### src/rtl/sbcst_regs.vh
// sbcst_regs.vh - addresses, field positions and reset values of the
// level, regulator and identification status registers.
// assumes 7-bit register addresses from the serial control front end.
`ifndef SBCST_REGS_VH
`define SBCST_REGS_VH

// ----------------------------------------------------------------
// register addresses (7 bit)
// ----------------------------------------------------------------
`define SBCST_ADDR_LEVEL   7'h48
`define SBCST_ADDR_REGSTAT 7'h4C
`define SBCST_ADDR_IDENT   7'h7E

// ----------------------------------------------------------------
// level register fields
// ----------------------------------------------------------------
`define SBCST_LVL_TEST_BIT  7
`define SBCST_LVL_RSVD1_BIT 6
`define SBCST_LVL_CFG_BIT   5
`define SBCST_LVL_WAKE_BIT  0

// ----------------------------------------------------------------
// regulator status fields
// ----------------------------------------------------------------
`define SBCST_RS_BOOST_ACT  7
`define SBCST_RS_DRAIN_SH   6
`define SBCST_RS_BOOST_OPEN 5
`define SBCST_RS_GATE_SH    4
`define SBCST_RS_BUCK_SH    2
`define SBCST_RS_BUCK_OPEN  1
`define SBCST_RS_OUT_RANGE  0
`define SBCST_RS_VALID_MASK 8'hF7
`define SBCST_RS_RESET      8'h00

// ----------------------------------------------------------------
// watchdog failure counter
// ----------------------------------------------------------------
`define SBCST_WD_CNT_MAX   2'h3
`define SBCST_WD_CNT_RESET 2'h0

// ----------------------------------------------------------------
// identification (arbitrary neutral values)
// ----------------------------------------------------------------
`define SBCST_ID_FAMILY  4'hA
`define SBCST_ID_VARIANT 4'h3

`endif

### src/rtl/sbcst_status_regs.v
// sbcst_status_regs.v - read-only level, regulator fault and ident regs.
// assumes a serial front end presenting a 7-bit address and a one-cycle
// read strobe, and detector pulses synchronous to i_clk_sys.
//
// Overview of operation
// - level bit 7 shows the test pin, high meaning development mode.
// - in development mode a bad watchdog trigger must not cause reset.
// - level bit 6 always reads one.
// - level bit 5 mirrors the fail-output config bit, read-only here.
// - config zero fails outputs on second bad trigger, one on first.
// - level bit 0 at 0x48 shows the high-voltage wake input level.
// - level bits 4:1 and regulator status bit 3 always read zero.
// - regulator bit 7 at 0x4C sets when the boost has been active.
// - regulator bit 6 sets on boost drain or sense-pos short to ground.
// - regulator bit 5 is the OR of diode, resistor and ground losses.
// - regulator bit 4 sets on boost gate short to ground or supply.
// - regulator bit 2 sets on buck switch short to ground or battery.
// - regulator bit 1 sets on buck switch open.
// - ident at 0x7E holds a 4-bit family code in bits 7:4.
`timescale 1ns/1ps
`include "sbcst_regs.vh"
`default_nettype none

module sbcst_status_regs (
    input  wire       i_clk_sys,
    input  wire       i_sys_rst,
    input  wire       i_test_pin_level,
    input  wire       i_fail_out_cfg_bit,
    input  wire       i_hv_wake_input_level,
    input  wire       i_wd_trigger_fail,
    input  wire       i_boost_active,
    input  wire       i_boost_drain_short,
    input  wire       i_sense_pos_short,
    input  wire       i_boost_diode_loss,
    input  wire       i_sense_pos_res_loss,
    input  wire       i_sense_neg_gnd_loss,
    input  wire       i_boost_gate_short,
    input  wire       i_buck_switch_short,
    input  wire       i_buck_switch_open,
    input  wire       i_main_out_range,
    input  wire [6:0] i_rd_addr,
    input  wire       i_rd_strobe,
    output reg  [7:0] o_rd_data,
    output reg        o_fail_outputs,
    output reg        o_wd_reset_req
);

    reg  [7:0] reg_stat_r;
    wire [7:0] reg_stat_nxt;
    reg  [7:0] rd_mux;
    reg  [7:0] rd_data_nxt;
    reg  [1:0] wd_fail_cnt_r;
    reg  [1:0] wd_fail_cnt_nxt;
    reg        fail_outputs_nxt;
    reg        wd_reset_req_nxt;
    wire       wd_fail_seen;
    wire [7:0] level_word;
    wire [7:0] ident_word;
    wire [7:0] reg_stat_word;
    wire [7:0] det_set;
    wire       clr_stat;
    // named fields of the three registers
    wire       test_pin_level;
    wire       fail_out_cfg_mirror;
    wire       boost_active_flag;
    wire       boost_drain_short_flag;
    wire       boost_open_flag;
    wire       boost_gate_short_flag;
    wire       buck_switch_short_flag;
    wire       buck_switch_open_flag;
    wire       main_out_range_flag;
    wire [3:0] family_code;
    wire [3:0] variant_code;
    genvar     gi;

    // flags that exist; the reserved bit stays clear
    localparam [7:0] VALID_MASK = `SBCST_RS_VALID_MASK;

    // ------------------------------------------------------------
    // detector bit mapping
    // ------------------------------------------------------------
    assign det_set[`SBCST_RS_BOOST_ACT]  = i_boost_active;
    assign det_set[`SBCST_RS_DRAIN_SH]   = i_boost_drain_short |
                                           i_sense_pos_short;
    assign det_set[`SBCST_RS_BOOST_OPEN] = i_boost_diode_loss |
                                           i_sense_pos_res_loss |
                                           i_sense_neg_gnd_loss;
    assign det_set[`SBCST_RS_GATE_SH]    = i_boost_gate_short;
    assign det_set[3]                    = 1'b0;
    assign det_set[`SBCST_RS_BUCK_SH]    = i_buck_switch_short;
    assign det_set[`SBCST_RS_BUCK_OPEN]  = i_buck_switch_open;
    assign det_set[`SBCST_RS_OUT_RANGE]  = i_main_out_range;

    // read of the regulator register clears the flags
    assign clr_stat = i_rd_strobe && (i_rd_addr == `SBCST_ADDR_REGSTAT);

    // ------------------------------------------------------------
    // live level word and identification
    // ------------------------------------------------------------
    assign level_word = {i_test_pin_level,
                         1'b1,
                         i_fail_out_cfg_bit,
                         4'h0,
                         i_hv_wake_input_level};
    // identification fields, fixed in silicon
    assign family_code  = `SBCST_ID_FAMILY;
    assign variant_code = `SBCST_ID_VARIANT;
    assign ident_word   = {family_code,
                           variant_code};

    // level fields also read by the watchdog logic
    assign test_pin_level      = i_test_pin_level;
    assign fail_out_cfg_mirror = i_fail_out_cfg_bit;

    // ------------------------------------------------------------
    // sticky regulator flags
    // ------------------------------------------------------------
    // one sticky flag per bit, a new detection wins over the read clear
    generate
        for (gi = 0; gi < 8; gi = gi + 1) begin : g_flag
            assign reg_stat_nxt[gi] = VALID_MASK[gi] &
                                      (det_set[gi] |
                                       (reg_stat_r[gi] & ~clr_stat));
        end
    endgenerate

    // named views of the stored flags
    assign boost_active_flag      = reg_stat_r[`SBCST_RS_BOOST_ACT];
    assign boost_drain_short_flag = reg_stat_r[`SBCST_RS_DRAIN_SH];
    assign boost_open_flag        = reg_stat_r[`SBCST_RS_BOOST_OPEN];
    assign boost_gate_short_flag  = reg_stat_r[`SBCST_RS_GATE_SH];
    assign buck_switch_short_flag = reg_stat_r[`SBCST_RS_BUCK_SH];
    assign buck_switch_open_flag  = reg_stat_r[`SBCST_RS_BUCK_OPEN];
    assign main_out_range_flag    = reg_stat_r[`SBCST_RS_OUT_RANGE];

    // regulator word rebuilt from its fields, bit 3 reserved
    assign reg_stat_word = {boost_active_flag,
                            boost_drain_short_flag,
                            boost_open_flag,
                            boost_gate_short_flag,
                            1'b0,
                            buck_switch_short_flag,
                            buck_switch_open_flag,
                            main_out_range_flag};

    // flag register, cleared by reset
    always @(posedge i_clk_sys) begin
        if (i_sys_rst) begin
            reg_stat_r <= `SBCST_RS_RESET;
        end else begin
            reg_stat_r <= reg_stat_nxt;
        end
    end

    // ------------------------------------------------------------
    // read data path
    // ------------------------------------------------------------
    // register select by address, unmapped reads zero
    always @* begin
        case (i_rd_addr)
            `SBCST_ADDR_LEVEL:   rd_mux = level_word;
            `SBCST_ADDR_REGSTAT: rd_mux = reg_stat_word;
            `SBCST_ADDR_IDENT:   rd_mux = ident_word;
            default:             rd_mux = 8'h00;
        endcase
    end

    // next read data: a new word on a strobe, otherwise hold
    always @* begin
        if (i_rd_strobe) begin
            rd_data_nxt = rd_mux;
        end else begin
            rd_data_nxt = o_rd_data;
        end
    end

    // data captured on the strobe, held until the next one
    always @(posedge i_clk_sys) begin
        if (i_sys_rst) begin
            o_rd_data <= 8'h00;
        end else begin
            o_rd_data <= rd_data_nxt;
        end
    end

    // ------------------------------------------------------------
    // watchdog failure handling
    // ------------------------------------------------------------
    // a failure already counted since reset
    assign wd_fail_seen = (wd_fail_cnt_r != `SBCST_WD_CNT_RESET);

    // next counter and output values from the failure pulse
    always @* begin
        wd_fail_cnt_nxt  = wd_fail_cnt_r;
        fail_outputs_nxt = o_fail_outputs;
        wd_reset_req_nxt = i_wd_trigger_fail && !test_pin_level;
        if (i_wd_trigger_fail) begin
            if (wd_fail_cnt_r != `SBCST_WD_CNT_MAX) begin
                wd_fail_cnt_nxt = wd_fail_cnt_r + 2'h1;
            end
            if (fail_out_cfg_mirror || wd_fail_seen) begin
                fail_outputs_nxt = 1'b1;
            end
        end
    end

    // counter and outputs; fail outputs latch until reset
    always @(posedge i_clk_sys) begin
        if (i_sys_rst) begin
            wd_fail_cnt_r  <= `SBCST_WD_CNT_RESET;
            o_fail_outputs <= 1'b0;
            o_wd_reset_req <= 1'b0;
        end else begin
            wd_fail_cnt_r  <= wd_fail_cnt_nxt;
            o_fail_outputs <= fail_outputs_nxt;
            o_wd_reset_req <= wd_reset_req_nxt;
        end
    end

endmodule // sbcst_status_regs

`default_nettype wire

### config.mk
export PLATFORM = sky130hd
export DESIGN_NAME = sbcst_status_regs
export DESIGN_NICKNAME = d
export VERILOG_FILES = /design/src/rtl/sbcst_status_regs.v
export VERILOG_INCLUDE_DIRS = /design/src /design/src/rtl
export SDC_FILE = /design/constraint.sdc
export NUM_CORES = 1
export LEC_CHECK = 0
export ABC_AREA = 1
export ABC_CLOCK_PERIOD_IN_PS = 1100
export BUFFER_PORTS_ARGS = -buffer_cell sky130_fd_sc_hd__buf_2
export CAP_MARGIN = 20
export CORE_MARGIN = 10
export CORE_UTILIZATION = 44
export DETAILED_ROUTE_END_ITERATION = 16
export PLACE_DENSITY = 0.75
export SLEW_MARGIN = 30
export SYNTH_ARGS = -nofsm -noshare
export SYNTH_HDL_FRONTEND = slang
export SYNTH_SLANG_ARGS = --single-unit
### constraint.sdc
create_clock -name i_clk_sys -period 1.1 [get_ports i_clk_sys]
set_input_delay 0.055 -clock i_clk_sys [delete_from_list [all_inputs] [get_ports i_clk_sys]]
set_output_delay 0.055 -clock i_clk_sys [all_outputs]
set_load 0.02 [all_outputs]
==> results of run 1 <==
final timing paths:
kind	start	to	slack, ns	depth (start not counted)
setup / recovery	wd_fail_cnt_r[0]$_SDFFE_PP0P_	wd_fail_cnt_r[1]$_SDFFE_PP0P_	0.06	5
hold / removal	i_wd_trigger_fail	o_wd_reset_req$_SDFF_PP0_	0.02	3
setup reg to reg	wd_fail_cnt_r[0]$_SDFFE_PP0P_	wd_fail_cnt_r[1]$_SDFFE_PP0P_	0.06	5
hold reg to reg	o_fail_outputs$_SDFFE_PP0P_	o_fail_outputs$_SDFFE_PP0P_	0.46	2
cell families after synthesis:
group,count (synthesis),share of synthesized area [%]
other cells,1,0.471
buf+inv,15,7.85
flops,18,45.2
fa+ha+maj,2,3.14
compound gates,18,11.9
simple gates,51,31.4
layout make-up:
cell class,count,area share [%]
clock buffer,3,2.13
inverter,12,4.37
multi-input combinational,72,35.8
sequential,18,34.0
tap,25,2.95
timing repair buffer,38,20.8
cell usage in the layout, fill, tap and decap left out:
cell / instances
a21oi_1: 14
clkbuf_4: 3
nor3_1: 2
nor2_2: 1
nor2_1: 9
nand3_4: 1
nor3_2: 1
conb_1: 1
ha_1: 2
a31oi_1: 2
nand2_1: 22
a211oi_2: 1
inv_1: 10
inv_2: 1
nand3_1: 11
clkinv_2: 1
o21ai_0: 1
dfxtp_1: 18
buf_2: 32
nand2_2: 2
nor2_4: 2
dlygate4sd3_1: 6
routing by layer:
| layer | vias to the layer above | GRT usage (%) | routed length, µm |
|---|---|---|---|
| li1 | 414 | - | - |
| met1 | 351 | 10.3 | 848 |
| met2 | 22 | 16.9 | 886 |
| met3 | 2 | 2.87 | 129 |
| met4 | 0 | 5.03 | 29 |
| met5 | - | 0 | 0 |
critical path, cell delays in order (launching register included):
cell and delay [ns]:
dfxtp_1 0.33, ha_1 0.19, nor2_1 0.14, inv_1 0.09
nor2_1 0.12, a211oi_2 0.05
flip-flops by register name, summed over array words and instances (netlist names):
signal / count
o_fail_outputs: 1
o_rd_data: 7
o_wd_reset_req: 1
reg_stat_r: 7
wd_fail_cnt_r: 2
power groups by stage:
stage	clock, µW	combinational (µW)	sequential (µW)
6_report	301	177	697
5_1_grt	341	200	700
4_1_cts	310	175	697
3_5_place_dp	0	159	712
3_3_place_gp	0	150	711
2_1_floorplan	0	85.8	716
what timing repair did:
action                     in CTS  in global routing
setup endpoints to repair       0                  1
gates resized for setup         0                  1
hold endpoints to repair        6                  0
hold buffers                    6                  0
buffers inserted                0                  0
per-stage QoR:
| stage | total power (µW) | setup slack (ns) |
|---|---|---|
| 3_5_place_dp | 871 | 0.0598 |
| 4_1_cts | 1180 | 0.0657 |
| 3_3_place_gp | 860 | 0.163 |
| 6_report | 1180 | 0.0616 |
| 2_1_floorplan | 802 | 0.176 |
| 5_1_grt | 1240 | 0.00816 |
==> run_results.csv, run 1 <==
group,metric,value,unit
power_and_ir_drop,powerDensity,1110,nW/µm²
cts,cts_tree,"built",
layout,drive_gt1_share,31.5,%
logic_synthesis,yosys.cell_types.count,22,
sta,fin_worst_skew,0.00254,ns
logic_synthesis,synth-warning-count,0,
logic_synthesis,yosysSeqAreaShare,45.2,%
power_and_ir_drop,power_frac_seq,59.3,%
sta,final.setup.tns,0,ns
global_route,overflow,0,
power_and_ir_drop,power.clock.fraction,25.6,%
logic_synthesis,async_flop_share,0,%
placed_design,placed_area,972,µm²
floorplanning,initial_utilization,46.2,%
layout,finish.utilization,61.4,%
logic_synthesis,synth_nets,131,
layout,num-nets-final,171,
layout,postLayoutCellArea,1060,µm²
floorplanning,die_h,62.6,µm
logic_synthesis,yosysTopAreaCellShare,45.2,%
sta,slew_violations,0,
floorplanning,coreArea,1730,µm²
layout,fillers,177,
worst_setup_path,endpoint_kind,"flop",
layout,area_delta_synth_final,33.0,%
worst_setup_path,crit_required,1.26,ns
power_and_ir_drop,swShare,24.5,%
worst_hold_path,hp-class,"in2reg",
layout,antenna_cells,0,
power_and_ir_drop,p_switching,288,µW
detailed_routing,viasPerCell,4.70,
cts,root_buffer,"clkbuf_4",
cts,insertion_delay,0.28,ns
layout,ff_latch_area,360,µm²
floorplanning,die_w,62.6,µm
sta,setup-violations-final,0,
cts,cts.sinks,18,
detailed_routing,drtIter0Drc,11,
global_route,grt_max_degree,19,
floorplanning,row_count,15,
logic_synthesis,synth_largest_area_cell,"dfxtp_1",
worst_setup_path,path_class,"reg2reg",
worst_setup_path,crit_fanout,3,
detailed_routing,antenna_left,0,
placed_design,place_congestion,0.874,
power_and_ir_drop,comb_power_share,15.1,%
floorplanning,die-area,3910,µm²
logic_synthesis,synth_area_per_cell,7.59,µm²
detailed_routing,routedWlPerCell,11.3,µm
power_and_ir_drop,p_int,888,µW
placed_design,io_buffers,32,
logic_synthesis,netlist_top_cells_count,"nand2_1, dfxtp_1, a21oi_1, nand3_1, inv_1",
placed_design,hpwl,1490,µm
sta,rsz0062_at_grt,"no",
logic_synthesis,synth.area.top_cells,"dfxtp_1, nand2_1, a21oi_1",
detailed_routing,drcViolationCount,0,
power_and_ir_drop,p_leak,0.000507,µW
outcome,status,"complete, no violations",
floorplanning,ios,34,
layout,final_cells,168,
logic_synthesis,synthesis.instances,105,
global_route,grt_use_total,9.70,%
worst_setup_path,worstPathArrival,1.20,ns
layout,multi_input_area,379,µm²
detailed_routing,wirelength,1890,µm
logic_synthesis,synth-edff-count,0,
logic_synthesis,syn-cell-area,797,µm²
cts,htreeDepth,1,
global_route,grt_pass1_wl,3280,µm
placed_design,dp_cells,159,
cts,cts_buffers,3,
logic_synthesis,dominantRegCellSynth,"dfxtp_1",
sta,final-hold-violation-count,0,
cts,clkSlewWorstSetupHoldPaths,0.09,ns
sta,hold_ws,0.0247,ns
sta,fin_crit,1.04,ns
global_route,grt_pass1_vias,815,
logic_synthesis,synth_seq_cells,18,
sta,post-route-period-util,94.4,%
flow_run,cap_violations,0,
global_route,antenna_found_initial,0,
sta,fmax,963,MHz
detailed_routing,vias,789,
detailed_routing,detail_route.first_pass.iterations,4,
logic_synthesis,yosysMostFrequentCell,"nand2_1",
power_and_ir_drop,vdd_drop_max,734,µV
cts,cts_buffer_depth,2,
worst_setup_path,cp-start-kind,"flop",
Power figures use the tool's default switching activity.
==> inputs of run 2 (changes only) <==
--- a/config.mk
+++ b/config.mk
@@ -12,6 +12,7 @@
 export CAP_MARGIN = 20
 export CORE_MARGIN = 10
 export CORE_UTILIZATION = 44
+export CTS_BUF_LIST = sky130_fd_sc_hd__clkbuf_8 sky130_fd_sc_hd__clkbuf_16
 export DETAILED_ROUTE_END_ITERATION = 16
 export PLACE_DENSITY = 0.75
 export SLEW_MARGIN = 30
==> run 2 against run 1 <==
Against the previous run: critical path depth stayed put; worst setup slack better by 0.0027 ns; combinational power is 7% lower; flip-flop and latch count is the same; clock power is 46% higher; sequential power barely moved; total power up 11%; final cell count decreased by 3.0%; clock skew hardly changed; core utilization decreased by 1.8 points; critical endpoint unchanged; largest cell class unchanged; largest power group unchanged.
==> run_results.csv, run 2 (synthesis gave the netlist of run 1 again) <==
group,metric,value,unit
outcome,status,"complete, no violations",
detailed_routing,drcViolationCount,0,
floorplanning,ios,34,
sta,post-route-period-util,94.2,%
sta,fin_worst_skew,0.00230,ns
detailed_routing,drtIter0Drc,19,
layout,reg.largest.list,"o_rd_data x7, reg_stat_r x7, wd_fail_cnt_r x2",
sta,hold_ws,0.0115,ns
layout,num-nets-final,166,
power_and_ir_drop,swShare,23.6,%
global_route,grt_pass1_vias,787,
placed_design,place_congestion,0.874,
sta,slew_violations,0,
detailed_routing,viasPerCell,4.73,
layout,area_delta_synth_final,29.0,%
detailed_routing,routedWlPerCell,11.9,µm
detailed_routing,vias,771,
placed_design,io_buffers,32,
placed_design,pre_cts_slack,0.0598,ns
flow_run,cap_violations,0,
layout,final_cell_mix,"buf_2, nand2_1, dfxtp_1, a21oi_1, nand3_1",
power_and_ir_drop,powerDensity,1260,nW/µm²
sta,fmax,965,MHz
floorplanning,die-area,3910,µm²
sta,rsz0062_at_grt,"no",
sta,setup-violations-final,0,
placed_design,dp_cells,159,
cts,cts_buffer_depth,2,
floorplanning,die_w,62.6,µm
power_and_ir_drop,power.clock.fraction,33.7,%
global_route,overflow,0,
cts,cts_buffers,3,
worst_setup_path,r2r_setup_slack,0.06,ns
cts,clkSlewWorstSetupHoldPaths,0.06,ns
layout,drive_gt1_share,32.6,%
detailed_routing,antenna_left,0,
floorplanning,coreArea,1730,µm²
worst_setup_path,path_class,"reg2reg",
worst_setup_path,endpoint_kind,"flop",
worst_setup_path,worstPathArrival,1.16,ns
global_route,grt_pass1_wl,3220,µm
global_route,antenna_found_initial,0,
layout,final_cells,163,
power_and_ir_drop,vdd_drop_max,676,µV
cts,htreeDepth,1,
cts,insertion_delay,0.25,ns
power_and_ir_drop,power_frac_seq,53.7,%
cts,cts_tree,"built",
sta,fin_crit,1.04,ns
power_and_ir_drop,p_int,993,µW
worst_setup_path,crit_required,1.22,ns
cts,root_buffer,"clkbuf_8",
detailed_routing,detail_route.first_pass.iterations,4,
global_route,grt_use_total,9.69,%
worst_setup_path,crit_fanout,3,
floorplanning,die_h,62.6,µm
worst_hold_path,hp-class,"in2reg",
layout,final_common_cell,"buf_2",
cts,cts_setup_buffers,0,
sta,worst_slack,0.0643,ns
layout,fillers,180,
placed_design,hpwl,1490,µm
floorplanning,initial_utilization,46.2,%
global_route,grt_max_degree,19,
worst_setup_path,cp-start-kind,"flop",
sta,final-hold-violation-count,0,
layout,antenna_cells,0,
cts,cts.sinks,18,
floorplanning,row_count,15,
detailed_routing,wirelength,1940,µm
sta,final.setup.tns,0,ns
power_and_ir_drop,p_switching,307,µW
power_and_ir_drop,comb_power_share,12.6,%
power_and_ir_drop,p_leak,0.000494,µW
-- run 2: critical path: stages (launching register included) --
cell,delay [ns]
dfxtp_1,0.32
ha_1,0.19
nor2_1,0.14
inv_1,0.09
nor2_1,0.12
a211oi_2,0.05
-- run 2: timing repair --
| action | CTS | global route |
|---|---|---|
| resized for setup | 0 | 1 |
| setup endpoints to repair | 0 | 1 |
| hold endpoints to repair | 1 | 0 |
| hold buffers | 1 | 0 |
-- run 2: final cells by class --
type	instances	area, µm²	share of cell area [%]
multi-input combinational	72	379	36.9
sequential	18	360	35.0
timing repair buffer	33	170	16.5
inverter	12	46.3	4.50
clock buffer	3	41.3	4.01
tap	25	31.3	3.04
-- run 2: routing by layer --
layer  global-route usage [%]  part of all wire, %  up-vias  wire, µm
met5                        0                    0        -         0
met4                     5.87                  1.4        0        27
met3                     3.05                  7.6        2       148
met2                     17.1                   48       26       933
met1                     9.73                   43      340       828
li1                         -                    -      403         -
-- run 2: worst paths after layout --
| check | start | cells past startpoint | end |
|---|---|---|---|
| worst min register to register | o_fail_outputs$_SDFFE_PP0P_ | 2 | o_fail_outputs$_SDFFE_PP0P_ |
| worst max-delay path | wd_fail_cnt_r[0]$_SDFFE_PP0P_ | 5 | wd_fail_cnt_r[1]$_SDFFE_PP0P_ |
| worst min-delay path | i_buck_switch_short | 3 | reg_stat_r[2]$_SDFF_PP0_ |
| worst max register to register | wd_fail_cnt_r[0]$_SDFFE_PP0P_ | 5 | wd_fail_cnt_r[1]$_SDFFE_PP0P_ |
-- run 2: metrics by stage --
step | power [µW] | util [%] | instance area, µm²
after floorplan | 802 | - | 797
after global placement | 860 | 56.3 | 972
after detailed placement | 871 | 56.3 | 972
after CTS | 1310 | 59.3 | 1020
after global routing | 1350 | 59.6 | 1030
final | 1300 | 59.6 | 1030
-- run 2: power groups by stage --
| stage | sequential [µW] | combinational, µW | clock (µW) |
|---|---|---|---|
| 2_1_floorplan | 716 | 85.8 | 0 |
| 3_3_place_gp | 711 | 150 | 0 |
| 3_5_place_dp | 712 | 159 | 0 |
| 4_1_cts | 698 | 162 | 449 |
| 5_1_grt | 700 | 185 | 469 |
| 6_report | 698 | 164 | 438 |
==> inputs of run 3 (changes only) <==
--- a/config.mk
+++ b/config.mk
@@ -12,7 +12,7 @@
 export CAP_MARGIN = 20
 export CORE_MARGIN = 10
 export CORE_UTILIZATION = 44
-export CTS_BUF_LIST = sky130_fd_sc_hd__clkbuf_8 sky130_fd_sc_hd__clkbuf_16
+export CTS_BUF_LIST = sky130_fd_sc_hd__clkbuf_16
 export DETAILED_ROUTE_END_ITERATION = 16
 export PLACE_DENSITY = 0.75
 export SLEW_MARGIN = 30
==> run 3 against run 2 <==
Against the previous run: clock power grew 58%; register-to-register slack is essentially flat; final cell count is the same; worst hold slack gained 0.0034 ns; core utilization grew 2.0 points; non-clock buffer count is the same; count of clock-buffer cells in the layout is the same; worst setup slack gained 0.0017 ns; critical path type unchanged; fmax grew 0.16%; sequential power is essentially flat.
==> run_results.csv, run 3 (synthesis gave the netlist of run 1 again) <==
group,metric,value,unit
worst_hold_path,hp-class,"in2reg",
layout,area_delta_synth_final,33.3,%
worst_setup_path,crit_chain,"ha_1 > nor2_1 > inv_1 > nor2_1 > a211oi_2",
sta,slew_violations,0,
detailed_routing,detail_route.first_pass.iterations,4,
sta,rsz0062_at_grt,"no",
floorplanning,row_count,15,
floorplanning,initial_utilization,46.2,%
worst_setup_path,crit_required,1.22,ns
placed_design,hpwl,1490,µm
sta,post-route-period-util,94.0,%
worst_setup_path,slowest_delay,0.32,ns
sta,fmax,967,MHz
global_route,grt_pass1_wl,3350,µm
layout,final_common_cell,"buf_2",
worst_setup_path,endpoint_kind,"flop",
cts,cts_buffers,3,
power_and_ir_drop,p_leak,0.000509,µW
placed_design,dp_cells,159,
sta,fin_crit,1.03,ns
detailed_routing,vias,778,
worst_hold_path,whs_path_depth,3,
placed_design,io_buffers,32,
cts,clkSlewWorstSetupHoldPaths,0.05,ns
global_route,antenna_found_initial,0,
detailed_routing,antenna_left,0,
detailed_routing,routedWlPerCell,12.1,µm
floorplanning,die-area,3910,µm²
cts,htreeDepth,1,
worst_setup_path,cp-start-kind,"flop",
worst_setup_path,critPathSlowestCell,"dfxtp_1",
layout,antenna_cells,0,
outcome,status,"complete, no violations",
layout,final_cell_mix,"buf_2, nand2_1, dfxtp_1, a21oi_1, nand3_1",
floorplanning,die_h,62.6,µm
power_and_ir_drop,vdd_drop_max,835,µV
worst_setup_path,cpMostUsedCell,"nor2_1",
detailed_routing,viasPerCell,4.77,
sta,final.setup.tns,0,ns
worst_setup_path,crit_fanout,3,
detailed_routing,wirelength,1980,µm
cts,cts_buffer_depth,2,
sta,final-hold-violation-count,0,
worst_setup_path,path_class,"reg2reg",
global_route,grt_pass1_vias,824,
power_and_ir_drop,powerDensity,1470,nW/µm²
worst_setup_path,reg2reg_depth,5,
placed_design,placed_area,972,µm²
cts,cts.sinks,18,
layout,final_cells,163,
cts,root_buffer,"clkbuf_16",
layout,num-nets-final,166,
detailed_routing,drcViolationCount,0,
layout,reg.largest.list,"o_rd_data x7, reg_stat_r x7, wd_fail_cnt_r x2",
detailed_routing,drtIter0Drc,14,
global_route,overflow,0,
placed_design,place_congestion,0.874,
floorplanning,die_w,62.6,µm
sta,setup-violations-final,0,
layout,postLayoutCellArea,1060,µm²
worst_setup_path,worstPathArrival,1.15,ns
layout,drive_gt1_share,32.6,%
flow_run,cap_violations,0,
floorplanning,coreArea,1730,µm²
global_route,grt_max_degree,19,
floorplanning,ios,34,
cts,cts_tree,"built",
cts,insertion_delay,0.24,ns
cts,cts_setup_buffers,0,
sta,fin_worst_skew,0.00172,ns
global_route,grt_use_total,10.2,%
==> run 3: cell counts in the layout (fill, tap and decap cells not counted) <==
No cell type changed its count.
==> run 3: path summary, 6_finish.rpt <==
| path | slack [ns] | endpoint | startpoint |
|---|---|---|---|
| max reg2reg | 0.07 | wd_fail_cnt_r[1]$_SDFFE_PP0P_ | wd_fail_cnt_r[0]$_SDFFE_PP0P_ |
| min | 0.01 | reg_stat_r[2]$_SDFF_PP0_ | i_buck_switch_short |
| max | 0.07 | wd_fail_cnt_r[1]$_SDFFE_PP0P_ | wd_fail_cnt_r[0]$_SDFFE_PP0P_ |
| min reg2reg | 0.45 | o_fail_outputs$_SDFFE_PP0P_ | o_fail_outputs$_SDFFE_PP0P_ |
==> run 3: timing repair <==
action / CTS / global route
resized for setup: 0 / 1
hold buffers: 1 / 0
hold endpoints to repair: 1 / 0
setup endpoints to repair: 0 / 1
==> run 3: cell type report <==
class / count / area [µm²]
Tap cell: 25 / 31.3
Inverter: 12 / 46.3
Fill cell: 176 / 664
Sequential cell: 18 / 360
Multi-Input combinational cell: 72 / 379
Clock buffer: 3 / 75.1
Timing Repair Buffer: 33 / 170
==> run 3: routing by layer <==
| metal | share of wire (%) | vias to the layer above | track usage [%] |
|---|---|---|---|
| met5 | 0 | - | 0 |
| met4 | 1.4 | 0 | 5.87 |
| met3 | 6.9 | 2 | 3.58 |
| met2 | 51 | 22 | 18.5 |
| met1 | 41 | 350 | 9.64 |
| li1 | - | 404 | - |
==> run 3: critical path, delay by kind of cell (launching register included) <==
kind | cells | cell delay (ns)
compound gates | 1 | 0.05
simple gates | 2 | 0.26
buf+inv | 1 | 0.09
fa+ha+maj | 1 | 0.19
flops | 1 | 0.32
==> run 3: stage by stage <==
stage | power (µW) | setup WS, ns | hold WS (ns) | util [%]
CTS | 1570 | 0.0753 | 0.0176 | 61.2
global placement | 860 | 0.163 | 0.244 | 56.3
floorplan | 802 | 0.176 | 0.133 | -
finish | 1560 | 0.0659 | 0.0149 | 61.5
detailed placement | 871 | 0.0598 | 0.247 | 56.3
global route | 1620 | 0.0151 | 0.0324 | 61.5
==> run 3: power by group <==
| group | leakage [µW] | total (µW) | internal, µW | switching (µW) |
|---|---|---|---|---|
| combinational | 0.000324 | 164 | 68.1 | 95.9 |
| sequential | 0.000148 | 700 | 684 | 15.9 |
| clock | 0.0000370 | 694 | 477 | 217 |
| total | 0.000509 | 1560 | 1230 | 329 |
